<file path="src/srp_pkg.sv">
// constants and types for the refresh, power and masking command block
package srp_pkg;
    localparam int CLK_PERIOD_NS = 5;
    localparam int TRC_MIN_NS = 55;
    localparam int TRC_CYC = (TRC_MIN_NS + CLK_PERIOD_NS - 1) / CLK_PERIOD_NS;
    localparam int REF_PERIOD_NS = 64000000;
    localparam int REF_ROWS = 4096;
    // longest spacing of self refresh pulses, rounded down
    localparam int REF_INT_CYC = REF_PERIOD_NS / REF_ROWS / CLK_PERIOD_NS;
    localparam int CNT_W = 16;
    localparam int DQM_RD_LAT = 2;
    localparam logic [1:0] CL_MIN = 2'h2;
    localparam logic [1:0] CL_MAX = 2'h3;
    // command code is {rasN, casN, weN}
    localparam logic [2:0] CMD_NOP = 3'h7;
    localparam logic [2:0] CMD_BST = 3'h6;
    localparam logic [2:0] CMD_REF = 3'h1;
    typedef enum logic [5:0] {
        ST_IDLE = 6'h01,
        ST_AREF = 6'h02,
        ST_SREF = 6'h04,
        ST_SREX = 6'h08,
        ST_PDWN = 6'h10,
        ST_SUSP = 6'h20
    } srp_state_t;
endpackage
</file>
<file path="src/srp_cmd_core.sv">
// command decode, refresh, power-down, clock suspend and dqm masking
// Function
// selected with ras, cas, we high is a no-operation; nothing changes
// burst stop ends a read or write burst without auto precharge
// read data keeps driving for cas latency cycles after burst stop
// chip select high ignores ras, cas, we and address
// auto refresh refreshes the counter row, then increments the counter
// controller performs all 4096 refreshes every 64 ms
// controller sends only no-operations until a refresh completes
// controller refreshes only with banks idle and cke high before
// controller waits precharge time between refreshes
// refresh code with cke low enters self refresh, internal timing
// self refresh lasts while cke low; cke high exits
// controller sends only nop or deselect for row cycle after exit
// controller bursts 4096 refreshes around self refresh
// cke low during a burst masks internal clock, state held
// cke low with banks idle enters power-down, buffers off
// controller leaves suspend or power-down within 64 ms
// cke high resumes internal clock next cycle, buffers back on
// controller waits one cycle after suspend or power-down exit
// dqm masks write words and disables read outputs
// read masking by dqm takes effect two clocks after sampling
// commands decode only when cke was high the cycle before
`timescale 1ns/1ps
module srp_cmd_core
    import srp_pkg::*;
#(
    parameter int ROWS = REF_ROWS,
    parameter int SELF_INT = REF_INT_CYC,
    parameter int ROW_W = $clog2(ROWS)
) (
    input wire logic clock,
    input wire logic reset,
    input wire logic csN,
    input wire logic rasN,
    input wire logic casN,
    input wire logic weN,
    input wire logic cke,
    input wire logic dqm,
    input wire logic [1:0] casLatency,
    input wire logic banksIdle,
    input wire logic burstRead,
    input wire logic burstWrite,
    input wire logic burstAutoPre,
    output logic burstStop,
    output logic refreshStrobe,
    output logic [ROW_W-1:0] refreshRow,
    output logic refreshBusy,
    output logic selfRefresh,
    output logic powerDown,
    output logic clockSuspend,
    output logic internalClkEn,
    output logic inputBufEn,
    output logic writeMask,
    output logic dqOutEn
);
    import srp_pkg::*;

    localparam int SELF_W = $clog2(SELF_INT + 1);

    // the row counter wraps by overflow, so rows must be a power of two
    generate
        if (ROWS < 2 || (ROWS & (ROWS - 1)) != 0 || SELF_INT < TRC_CYC || SELF_W > CNT_W) begin : g_bad
            $error("srp_cmd_core: unsupported parameter values");
        end
        if (ROW_W != $clog2(ROWS)) begin : g_bad_width
            $error("srp_cmd_core: row width does not match the row count");
        end
    endgenerate

    srp_state_t state_r, state_nxt;
    logic ckePrev_r, ckePrev_nxt;
    logic [CNT_W-1:0] timer_r, timer_nxt;
    logic [ROW_W-1:0] rowCnt_r, rowCnt_nxt;
    logic [ROW_W-1:0] refreshRow_r, refreshRow_nxt;
    logic refreshStrobe_r, refreshStrobe_nxt;
    logic burstStop_r, burstStop_nxt;
    logic [1:0] drainCnt_r, drainCnt_nxt;
    logic [1:0] dqmPipe_r, dqmPipe_nxt;
    logic dqOutEn_r, dqOutEn_nxt;

    logic [2:0] cmd;
    logic cmdValid;
    logic isNop;
    logic isBst;
    logic isRef;
    logic isSrefEnt;
    logic inBurst;
    logic clkMasked;
    logic rdDrive;

    // timers run down to zero, so a load of n gives n cycles
    function automatic logic [CNT_W-1:0] load_count(input int cycles);
        load_count = CNT_W'(cycles - 1);
    endfunction

    assign cmd = {rasN, casN, weN};
    // deselect and a low cke on the previous edge both block decoding
    assign cmdValid = ckePrev_r && !csN && state_r == ST_IDLE;
    assign isNop = cmdValid && cmd == CMD_NOP;
    assign inBurst = burstRead || burstWrite;
    // a stop inside an auto precharge burst is ignored; the precharge owns the end
    assign isBst = cmdValid && cmd == CMD_BST && inBurst && !burstAutoPre;
    assign isRef = cmdValid && cmd == CMD_REF && cke;
    assign isSrefEnt = cmdValid && cmd == CMD_REF && !cke;
    assign clkMasked = state_r == ST_SUSP || state_r == ST_PDWN || state_r == ST_SREF;

    always_comb begin
        state_nxt = state_r;
        timer_nxt = timer_r;
        rowCnt_nxt = rowCnt_r;
        refreshRow_nxt = refreshRow_r;
        refreshStrobe_nxt = 1'b0;
        ckePrev_nxt = cke;
        case (state_r)
            ST_IDLE: begin
                if (isRef) begin
                    state_nxt = ST_AREF;
                    timer_nxt = load_count(TRC_CYC);
                    refreshStrobe_nxt = 1'b1;
                    refreshRow_nxt = rowCnt_r;
                    rowCnt_nxt = rowCnt_r + 1'b1;
                end else if (isSrefEnt) begin
                    state_nxt = ST_SREF;
                    timer_nxt = load_count(SELF_INT);
                end else if (ckePrev_r && !cke) begin
                    if (inBurst) begin
                        state_nxt = ST_SUSP;
                    end else if (banksIdle) begin
                        state_nxt = ST_PDWN;
                    end
                end
            end
            ST_AREF: begin
                // the controller keeps to nops here, so commands are not looked at
                if (timer_r == '0) begin
                    state_nxt = ST_IDLE;
                end else begin
                    timer_nxt = timer_r - 1'b1;
                end
            end
            ST_SREF: begin
                // internal timer paces refreshes; counter shared with auto refresh
                if (timer_r == '0) begin
                    timer_nxt = load_count(SELF_INT);
                    refreshStrobe_nxt = 1'b1;
                    refreshRow_nxt = rowCnt_r;
                    rowCnt_nxt = rowCnt_r + 1'b1;
                end else begin
                    timer_nxt = timer_r - 1'b1;
                end
                if (cke) begin
                    state_nxt = ST_SREX;
                    timer_nxt = load_count(TRC_CYC);
                end
            end
            ST_SREX: begin
                // a row refreshed inside may still be running, so wait a full row cycle
                if (timer_r == '0) begin
                    state_nxt = ST_IDLE;
                end else begin
                    timer_nxt = timer_r - 1'b1;
                end
            end
            ST_PDWN, ST_SUSP: begin
                // the wake edge never decodes: ckePrev_r is still low on it
                if (cke) begin
                    state_nxt = ST_IDLE;
                end
            end
            default: begin
                state_nxt = ST_IDLE;
            end
        endcase
    end

    always_ff @(posedge clock) begin
        if (reset) begin
            state_r <= ST_IDLE;
            // starts low so nothing decodes on the first edge after reset
            ckePrev_r <= 1'b0;
            timer_r <= '0;
            rowCnt_r <= '0;
            refreshRow_r <= '0;
            refreshStrobe_r <= 1'b0;
        end else begin
            state_r <= state_nxt;
            ckePrev_r <= ckePrev_nxt;
            timer_r <= timer_nxt;
            rowCnt_r <= rowCnt_nxt;
            refreshRow_r <= refreshRow_nxt;
            refreshStrobe_r <= refreshStrobe_nxt;
        end
    end

    // data path: burst stop, read drain and dqm
    assign rdDrive = burstRead || drainCnt_r != '0;

    always_comb begin
        burstStop_nxt = isBst;
        drainCnt_nxt = drainCnt_r;
        if (isBst && burstRead) begin
            drainCnt_nxt = casLatency;
        end else if (drainCnt_r != '0 && !clkMasked) begin
            // a suspended clock freezes the drain as well
            drainCnt_nxt = drainCnt_r - 1'b1;
        end
        // one stage per clock of read mask latency
        dqmPipe_nxt = {dqmPipe_r[0], dqm};
        dqOutEn_nxt = rdDrive && !dqmPipe_r[DQM_RD_LAT-1] && state_r != ST_PDWN;
    end

    always_ff @(posedge clock) begin
        if (reset) begin
            burstStop_r <= 1'b0;
            drainCnt_r <= '0;
            dqmPipe_r <= '1;
            dqOutEn_r <= 1'b0;
        end else begin
            burstStop_r <= burstStop_nxt;
            drainCnt_r <= drainCnt_nxt;
            dqmPipe_r <= dqmPipe_nxt;
            dqOutEn_r <= dqOutEn_nxt;
        end
    end

    assign burstStop = burstStop_r;
    assign refreshStrobe = refreshStrobe_r;
    assign refreshRow = refreshRow_r;
    // busy covers both the auto refresh row cycle and the self refresh exit
    assign refreshBusy = state_r == ST_AREF || state_r == ST_SREX;
    assign selfRefresh = state_r == ST_SREF;
    assign powerDown = state_r == ST_PDWN;
    assign clockSuspend = state_r == ST_SUSP;
    assign internalClkEn = !clkMasked;
    // clock suspend keeps the buffers on so the held burst resumes at once
    assign inputBufEn = !(state_r == ST_PDWN || state_r == ST_SREF);
    // write masking has no latency: the word is blocked on the dqm edge
    assign writeMask = burstWrite && dqm;
    assign dqOutEn = dqOutEn_r;
endmodule

</file>
<file path="config.mk">
export PLATFORM = sky130hd
export DESIGN_NAME = srp_cmd_core
export DESIGN_NICKNAME = d
export VERILOG_FILES = /design/src/srp_pkg.sv /design/src/srp_cmd_core.sv
export SDC_FILE = /design/constraint.sdc
export NUM_CORES = 1
export LEC_CHECK = 0
export BUFFER_PORTS_ARGS = -buffer_cell sky130_fd_sc_hd__buf_4
export CORE_UTILIZATION = 30
export CTS_BUF_LIST = sky130_fd_sc_hd__clkbuf_2 sky130_fd_sc_hd__clkbuf_4 sky130_fd_sc_hd__clkbuf_8
export DETAILED_ROUTE_END_ITERATION = 8
export GPL_TIMING_DRIVEN = 0
export SLEW_MARGIN = 15
export SYNTH_ARGS = -nofsm -noshare
export SYNTH_HDL_FRONTEND = slang
export SYNTH_SLANG_ARGS = --single-unit
</file>
<file path="constraint.sdc">
create_clock -name clock -period 2.3 [get_ports clock]
set_clock_uncertainty 0.2 [all_clocks]
set_input_delay 0.23 -clock clock [delete_from_list [all_inputs] [get_ports clock]]
set_output_delay 0.23 -clock clock [all_outputs]
set_load 0.03 [all_outputs]
</file>
Word level (Yosys, flattened, before mapping)
Index checks and enable logic that the tools add are counted.
Widths: inputs -> output; s select.

word-level totals
  bits of input ports = 14
  flip-flop bits (word level) = 54
  output and inout port bits = 22
  word-level logic and storage cells = 93

operators by class
  reduce and logical (&&, ||, !) cells = 36
  $add $sub $neg = 3
  equality and inequality tests = 18
  multiplexer cells = 26

operators with widths
  operator               count
  $mux 16                5
  $mux 12                4
  $mux 6                 8
  $pmux 12 s2            2
  $pmux 16 s3            1
  $pmux 6 s4             1
  $logic_not 16->1       1
  $sub 16x1->16 const B  1
  $logic_and 1x1->1      14
  $add 12x1->12 const B  1
  $ne 2x2->1 const B     4
  $eq 6x1->1 const B     1
  $eq 6x2->1 const B     1
  $eq 6x3->1 const B     1
  $eq 6x4->1 const B     1
  $eq 6x5->1 const B     1
  $eq 6x6->1 const B     1
  $logic_not 1->1        6
  $logic_or 1x1->1       6
  $ne 6x5->1 const B     1
  $reduce_and 3->1       2
  $reduce_bool 2->1      3
  $ne 5x5->1 const B     1
  $reduce_and 5->1       1
  other kinds (11)       15

Longest topological paths before layout
Gate-level depths: netlist of run 1.

  depth in word-level cells = 8
  gate-level depth with buffers = 10
  gate-level depth less buffers = 8

Least setup slack after synthesis of run 1
Ideal clock, no wire load.

  path kind = flip-flop to flip-flop
  start point = reg timer_r[0]
  end point = reg timer_r[13]
  data required time = 1.961 ns
  arrival = 2.215 ns
  buffers on the path = 0
  path slack = -0.254 ns
  stages on the path, launching flop included = 9
  cell sequence = dfxtp_1 > inv_1 > ha_1 > nor3b_1 > nand4b_4 > o21ai_0 > nor2_1 > o31ai_2 > nor2_1

between the ends
  cells in the longest elaborated chain, start to end = 4

RTL lines
  what                                               line                 text
  start: declaration                                 srp_cmd_core.sv:73   logic [CNT_W-1:0] timer_r, timer_nxt;
  start signal: assignment                           srp_cmd_core.sv:189  timer_r <= timer_nxt;
  $sub 16x1->16 or $logic_not 16->1 (tied branches)  n/a
  $mux 16                                            srp_cmd_core.sv:144  if (timer_r == '0) begin
  $mux 16                                            srp_cmd_core.sv:152  if (cke) begin
  $pmux 16 s3                                        srp_cmd_core.sv:115  case (state_r)

Several ways; a longest one is shown, not always the timed one. The select of a mux whose other input is x is not followed.
A chain may end at the register's enable or synchronous reset.

Final worst setup path of run 1
  start point = reg state_r[0]
  end point = reg timer_r[9]

between the ends
  cells in the longest elaborated chain, start to end = 6

RTL lines
  what                                                       line                                      text
  start: declaration                                         srp_cmd_core.sv:71                        srp_state_t state_r, state_nxt;
  start signal: assignment                                   srp_cmd_core.sv:187                       state_r <= state_nxt;
  $eq 6x1->1                                                 srp_cmd_core.sv:99, srp_cmd_core.sv:115
  $logic_and 1x1->1                                          srp_cmd_core.sv:99                        assign cmdValid = ckePrev_r && !csN && state_r == ST_IDLE;
  $logic_and 1x1->1                                          srp_cmd_core.sv:104, srp_cmd_core.sv:105
  $logic_and 1x1->1, on equally long branches                srp_cmd_core.sv:104, srp_cmd_core.sv:105
  $ne 3x3->1 (no line) or $mux 16 (tied branches)            n/a
  $reduce_and 3->1 (no line) or $pmux 16 s3 (tied branches)  n/a

Several ways; a longest one is shown, not always the timed one.

==> results of run 1 <==
timing repair:
item,CTS,global route
endpoints found under the setup margin,40,46
pin swaps,14,24
gates resized for setup,35,32
endpoints found under the hold margin,3,0
hold buffers,4,0
gates cloned,1,0
buffers inserted,19,6
placed cells by master (no fill, tap or decap), drive strengths merged, types with 7 or more instances in the layout:
cell,instances
and3,7
nand2,42
xor2,8
nand2b,7
dfxtp,54
or3,11
nor2,27
a21oi,31
buf,61
nor3,7
o21ai,12
xnor2,9
inv,10
clkbuf,13
cells by family (layout without fill, tap and decap cells):
group	count (synthesis)	in the layout	synth area share, %
fa+ha+maj	3	3	1.45
xor+xnor	17	17	5.77
buf+inv	23	91	3.97
mux	2	2	0.824
flops	54	54	41.9
compound gates	72	73	19.0
simple gates	133	133	27.1
stage by stage:
step                setup TNS, ns  util [%]  cell area (µm²)
finish                    -0.0651      43.1             3560
CTS                        -0.359      41.2             3400
floorplan                  -0.127         -             2600
global route               -0.936      43.1             3560
global placement            -9.15      36.3             3000
detailed placement          -9.94      36.3             3000
registers in the layout, summed over array words and instances, names as in the netlist:
signal,cells
dqmPipe_r,2
state_r,6
refreshRow,12
refreshStrobe,1
timer_r,16
drainCnt_r,2
dqOutEn,1
ckePrev_r,1
burstStop,1
rowCnt_r,12
area by class of cell:
class	instances	share of cell area (%)
Tap cell	105	3.69
Clock inverter	2	0.351
Buffer	8	1.51
Inverter	11	1.30
Clock buffer	6	2.32
Multi-Input combinational cell	228	45.7
Timing Repair Buffer	64	14.4
Sequential cell	54	30.7
metal layers:
metal	part of all wire [%]	wire length [µm]	global-route usage, %
met1	48	3110	19.5
met2	48	3090	25.9
met3	2.8	178	2.74
met4	1.3	84	4.29
met5	0	0	0
worst max-delay path: stages (launching register included):
cell,delay (ns)
dfxtp_4,0.37
or3_1,0.37
or3_4,0.40
clkinv_4,0.06
o21ai_4,0.06
a21o_4,0.24
or4_4,0.42
a21oi_2,0.14
power by group through the flow:
stage / registers (µW) / logic [µW] / clock network, µW
2_1_floorplan: 1220 / 1360 / 0
3_3_place_gp: 1250 / 1660 / 0
3_5_place_dp: 1250 / 1680 / 0
4_1_cts: 1240 / 2130 / 577
5_1_grt: 1300 / 2700 / 615
6_report: 1280 / 2490 / 557
final timing paths:
check / from / end / slack, ns / cells past startpoint
setup / recovery: state_r[0] / timer_r[9] / -0.03 / 7
hold / removal: cke / state_r[3] / 0.01 / 3
setup reg to reg: state_r[0] / timer_r[9] / -0.03 / 7
hold reg to reg: dqmPipe_r[0] / dqmPipe_r[1] / 0.22 / 1
==> flow_metrics.py, run 1 <==
metrics = {
    "placed_design": {
        "place_congestion": 0.805,
        "pre_cts_ws_ns": -0.468,
        "portBuffers": 35,
        "dp_hpwl_um": 4270,
        "dp_cells": 444,
    },
    "logic_synthesis": {
        "synth_cell_types": 52,
        "synth_nets": 321,
        "yosys.area.top_type": "dfxtp_1",
        "yosys_register_bits": 54,
        "ys_warn_count": 0,
        "netlist_top_cells_count": "dfxtp_1, nand2_1, a21oi_1, nor2_1, o21ai_0",
        "syn-mean-instance-area_um2": 8.49,
        "synth_area_mm2": 0.00258,
        "synth_cells": 304,
        "synth_area_leaders": "dfxtp_1, nand2_1, a21oi_1, nor2_1, xnor2_1",
        "async_reset_ff_share_pct": 0,
        "synth_edf_count": 0,
        "seq_area_frac_synth_pct": 41.9,
        "synth_most_common_cell": "dfxtp_1",
        "ys.flop_type": "dfxtp_1",
        "yosysTopAreaCellShare_pct": 41.9,
    },
    "worst_setup_path": {
        "worstSetupPathType": "reg2reg",
        "arrival_ns": 2.38,
        "cp_max_fo": 8,
        "cp.required_ns": 2.35,
        "crit_path_start_kind": "register",
        "cp-end-kind": "register",
    },
    "floorplan": {
        "fp.dieW_um": 94.8,
        "core_region_area_mm2": 0.00826,
        "io_pins": 36,
        "die_y_um": 94.8,
        "die-area_mm2": 0.00898,
        "rows": 33,
        "start_util_pct": 31.3,
    },
    "layout": {
        "seq_area_mm2": 0.00109,
        "fill_cells": 838,
        "drive_gt1_share_pct": 33.5,
        "nets": 389,
        "synthToLayoutAreaGrowth_pct": 37.9,
        "fin_cells": 478,
        "multiInputGateArea_mm2": 0.00163,
        "antenna_cells": 0,
    },
    "timing": {
        "finalMaxSlewViolations": 0,
        "grt_setup_unrepaired": "yes",
        "worstMarginPinSlew_ns": 0.533,
        "hold_violations": 0,
        "final.setup.worst_slack_ns": -0.0313,
        "setup_viol": 4,
        "maxSlewHeadroom_pct": 64.2,
        "fin_crit_sh_pct": 101,
        "period_needed_ns": 2.33,
        "whs_ns": 0.0136,
        "fmax_ghz": 0.429,
    },
    "job": {
        "cap_violations": 0,
    },
    "global_routing": {
        "grt_pass1_vias": 2292,
        "grt_pass1_wl_um": 10800,
        "grt-ovfl-total": 0,
        "grt_max_degree": 17,
        "antenna_found_initial": 0,
        "grt_use_total_pct": 15.2,
    },
    "route": {
        "routed_wl_um": 6470,
        "ant_nets": 0,
        "via_per_inst": 5.03,
        "first_iter_violations": 121,
        "firstDrtPassIters": 4,
        "drcViolationCount": 0,
        "via_count": 2403,
        "wire_per_inst_um": 13.5,
    },
    "power": {
        "p_per_area_mw_per_mm2": 1210,
        "p_seq_share_pct": 29.5,
        "pwr-share-clk_pct": 12.9,
        "irDropWorstVdd_mv": 0.490,
        "combPwrFrac_pct": 57.6,
        "total_power_uw": 4320,
        "switchingPower_uw": 1750,
        "internal_power_uw": 2570,
        "swShare_pct": 40.5,
        "leakage_uw": 0.00133,
    },
    "clock_tree": {
        "cts_buffers": 5,
        "insertion_delay_ns": 0.31,
        "cts_htree_levels": 2,
        "cts_root_buf": "clkbuf_8",
        "cts_tree": "built",
        "clk_pin_slew_worst_paths_ns": 0.10,
        "max-clock-path-buffers": 2,
        "cts.sink_count": 54,
    },
    "run_status": {
        "status": "complete, but fails checks",
        "violations": "negative setup slack",
    },
    "min_path": {
        "min_path_type": "in2reg",
    },
}
Note: power is estimated with default switching activity, not from simulation.
==> inputs of run 2 (changes only) <==
Settings changed: PLACE_DENSITY from default to 0.57.
==> run 2 against run 1 <==
Compared with the run above: the run now ends clean; setup slack improved by 0.035 ns; clock power rose by 15%; critical path depth is 1 lower; flip-flop and latch count stayed put; wire length up 0.57%; non-clock buffer count rose by 1; cell count is the same; via count up 0.96%; global-route usage is 0.34 points lower; fmax increased by 1.5%; utilization decreased by 0.11 points; final area decreased by 0.25%.
==> flow_metrics.py, run 2 (synthesized netlist as in run 1, its figures left out) <==
metrics = {
    "layout": {
        "fin_cells": 478,
        "final_common_cell": "buf_4",
        "fill_cells": 864,
        "antenna_cells": 0,
        "drive_gt1_share_pct": 33.0,
        "utilization_pct": 43.0,
        "final_cell_area_mm2": 0.00355,
        "nets": 390,
        "final_cell_mix": "buf_4, dfxtp_1, nand2_1",
        "synthToLayoutAreaGrowth_pct": 37.5,
        "top_register": "timer_r",
        "largest_reg_flops": 16,
    },
    "floorplan": {
        "core_region_area_mm2": 0.00826,
        "start_util_pct": 31.3,
        "rows": 33,
        "die-area_mm2": 0.00898,
        "fp.dieW_um": 94.8,
        "io_pins": 36,
        "die_y_um": 94.8,
    },
    "min_path": {
        "min_path_type": "in2reg",
    },
    "timing": {
        "grt_setup_unrepaired": "yes",
        "fmax_ghz": 0.435,
        "maxSlewHeadroom_pct": 61.9,
        "hold_violations": 0,
        "setup_viol": 0,
        "whs_ns": 0.0125,
        "period_needed_ns": 2.30,
        "finalMaxSlewViolations": 0,
        "worstMarginPinSlew_ns": 0.567,
        "fin_crit_sh_pct": 99.8,
    },
    "worst_setup_path": {
        "crit_path_start_kind": "register",
        "arrival_ns": 2.30,
        "cp_slowest_stage_delay_ns": 0.55,
        "cp.required_ns": 2.30,
        "cp_max_fo": 7,
        "cpLargestDelayFamily": "simple AND/OR/NAND/NOR gates",
        "worstSetupPathType": "reg2reg",
        "cp_cell_sequence": "or4_4, or3_4, or3_1, a211oi_2, xnor2_1, nor2_1",
        "cp-end-kind": "register",
        "path_buf_inv": 0,
        "critPathSlowestCell": "or4_4",
    },
    "clock_tree": {
        "cts.sink_count": 54,
        "cts_root_buf": "clkbuf_8",
        "cts_buffers": 5,
        "max-clock-path-buffers": 2,
        "insertion_delay_ns": 0.31,
        "cts_htree_levels": 2,
        "cts_tree": "built",
        "clk_pin_slew_worst_paths_ns": 0.09,
    },
    "power": {
        "total_power_uw": 4320,
        "leakage_uw": 0.00134,
        "p_per_area_mw_per_mm2": 1220,
        "irDropWorstVdd_mv": 0.476,
    },
    "route": {
        "wire_per_inst_um": 13.6,
        "drcViolationCount": 0,
        "firstDrtPassIters": 4,
        "first_iter_violations": 98,
        "ant_nets": 0,
        "routed_wl_um": 6510,
        "via_per_inst": 5.08,
        "via_count": 2426,
    },
    "job": {
        "cap_violations": 0,
    },
    "placed_design": {
        "place_area_mm2": 0.00300,
        "dp_cells": 444,
        "dp_hpwl_um": 4330,
        "place_congestion": 0.818,
        "portBuffers": 35,
    },
    "run_status": {
        "status": "finished clean",
    },
    "global_routing": {
        "grt_max_degree": 17,
        "grt-ovfl-total": 0,
        "grt_pass1_wl_um": 10500,
        "grt_use_total_pct": 14.9,
        "antenna_found_initial": 0,
        "grt_pass1_vias": 2222,
    },
}
[run 2: changes by cell type in the layout (fill, tap and decap cells not counted), sizes merged]
cell and change:
buf +2, clkbuf -2, bufinv +1, clkinvlp -1
[run 2: stage by stage]
stage / setup TNS (ns) / setup slack [ns]
after floorplan: -0.127 / -0.0642
after global placement: -9.57 / -0.421
after detailed placement: -10.06 / -0.489
after CTS: -0.0692 / -0.0296
after global routing: -0.361 / -0.0551
final: 0 / 0.00361
[run 2: power breakdown]
part           total, µW  switching, µW  internal, µW  leakage, µW
combinational       2390           1230          1160     0.000842
clock                638            317           321    0.0000542
sequential          1290            183          1110     0.000442
[run 2: path summary, 6_finish.rpt]
kind	start	end	slack, ns	cells past startpoint
worst min-delay path	burstRead	drainCnt_r[1]	0.01	3
worst min register to register	dqmPipe_r[1]	dqOutEn	0.21	1
worst max register to register	timer_r[0]	timer_r[13]	0.004	6
worst max-delay path	timer_r[0]	timer_r[13]	0.004	6
[run 2: final cells by class]
class                           count  area [µm²]  share of cell area, %
Buffer                              8        55.1                   1.55
Clock buffer                        5        68.8                   1.94
Clock inverter                      2        38.8                   1.09
Inverter                           11        46.3                   1.30
Multi-Input combinational cell    228        1610                   45.3
Sequential cell                    54        1100                   30.9
Tap cell                          105         131                   3.70
Timing Repair Buffer               65         505                   14.2
[run 2: what timing repair did]
item / 4_1_cts / 5_1_grt
resized for setup: 37 / 24
hold endpoints to repair: 5 / 0
hold buffers: 4 / 0
cloned: 1 / 0
setup buffers: 19 / 7
pin swaps: 11 / 10
endpoints found under the setup margin: 38 / 40
[run 2: routing by layer]
layer	track usage, %	share of wire [%]	vias up
met5	0	0	-
met4	3.79	0.92	0
met3	2.66	2.7	5
met2	25.3	49	34
met1	19.3	47	1163
li1	-	-	1224
[run 2: tightest hold or removal path, stage by stage]
cell     delay, ns
buf_4         0.13
nand3_1       0.06
a21oi_1       0.06
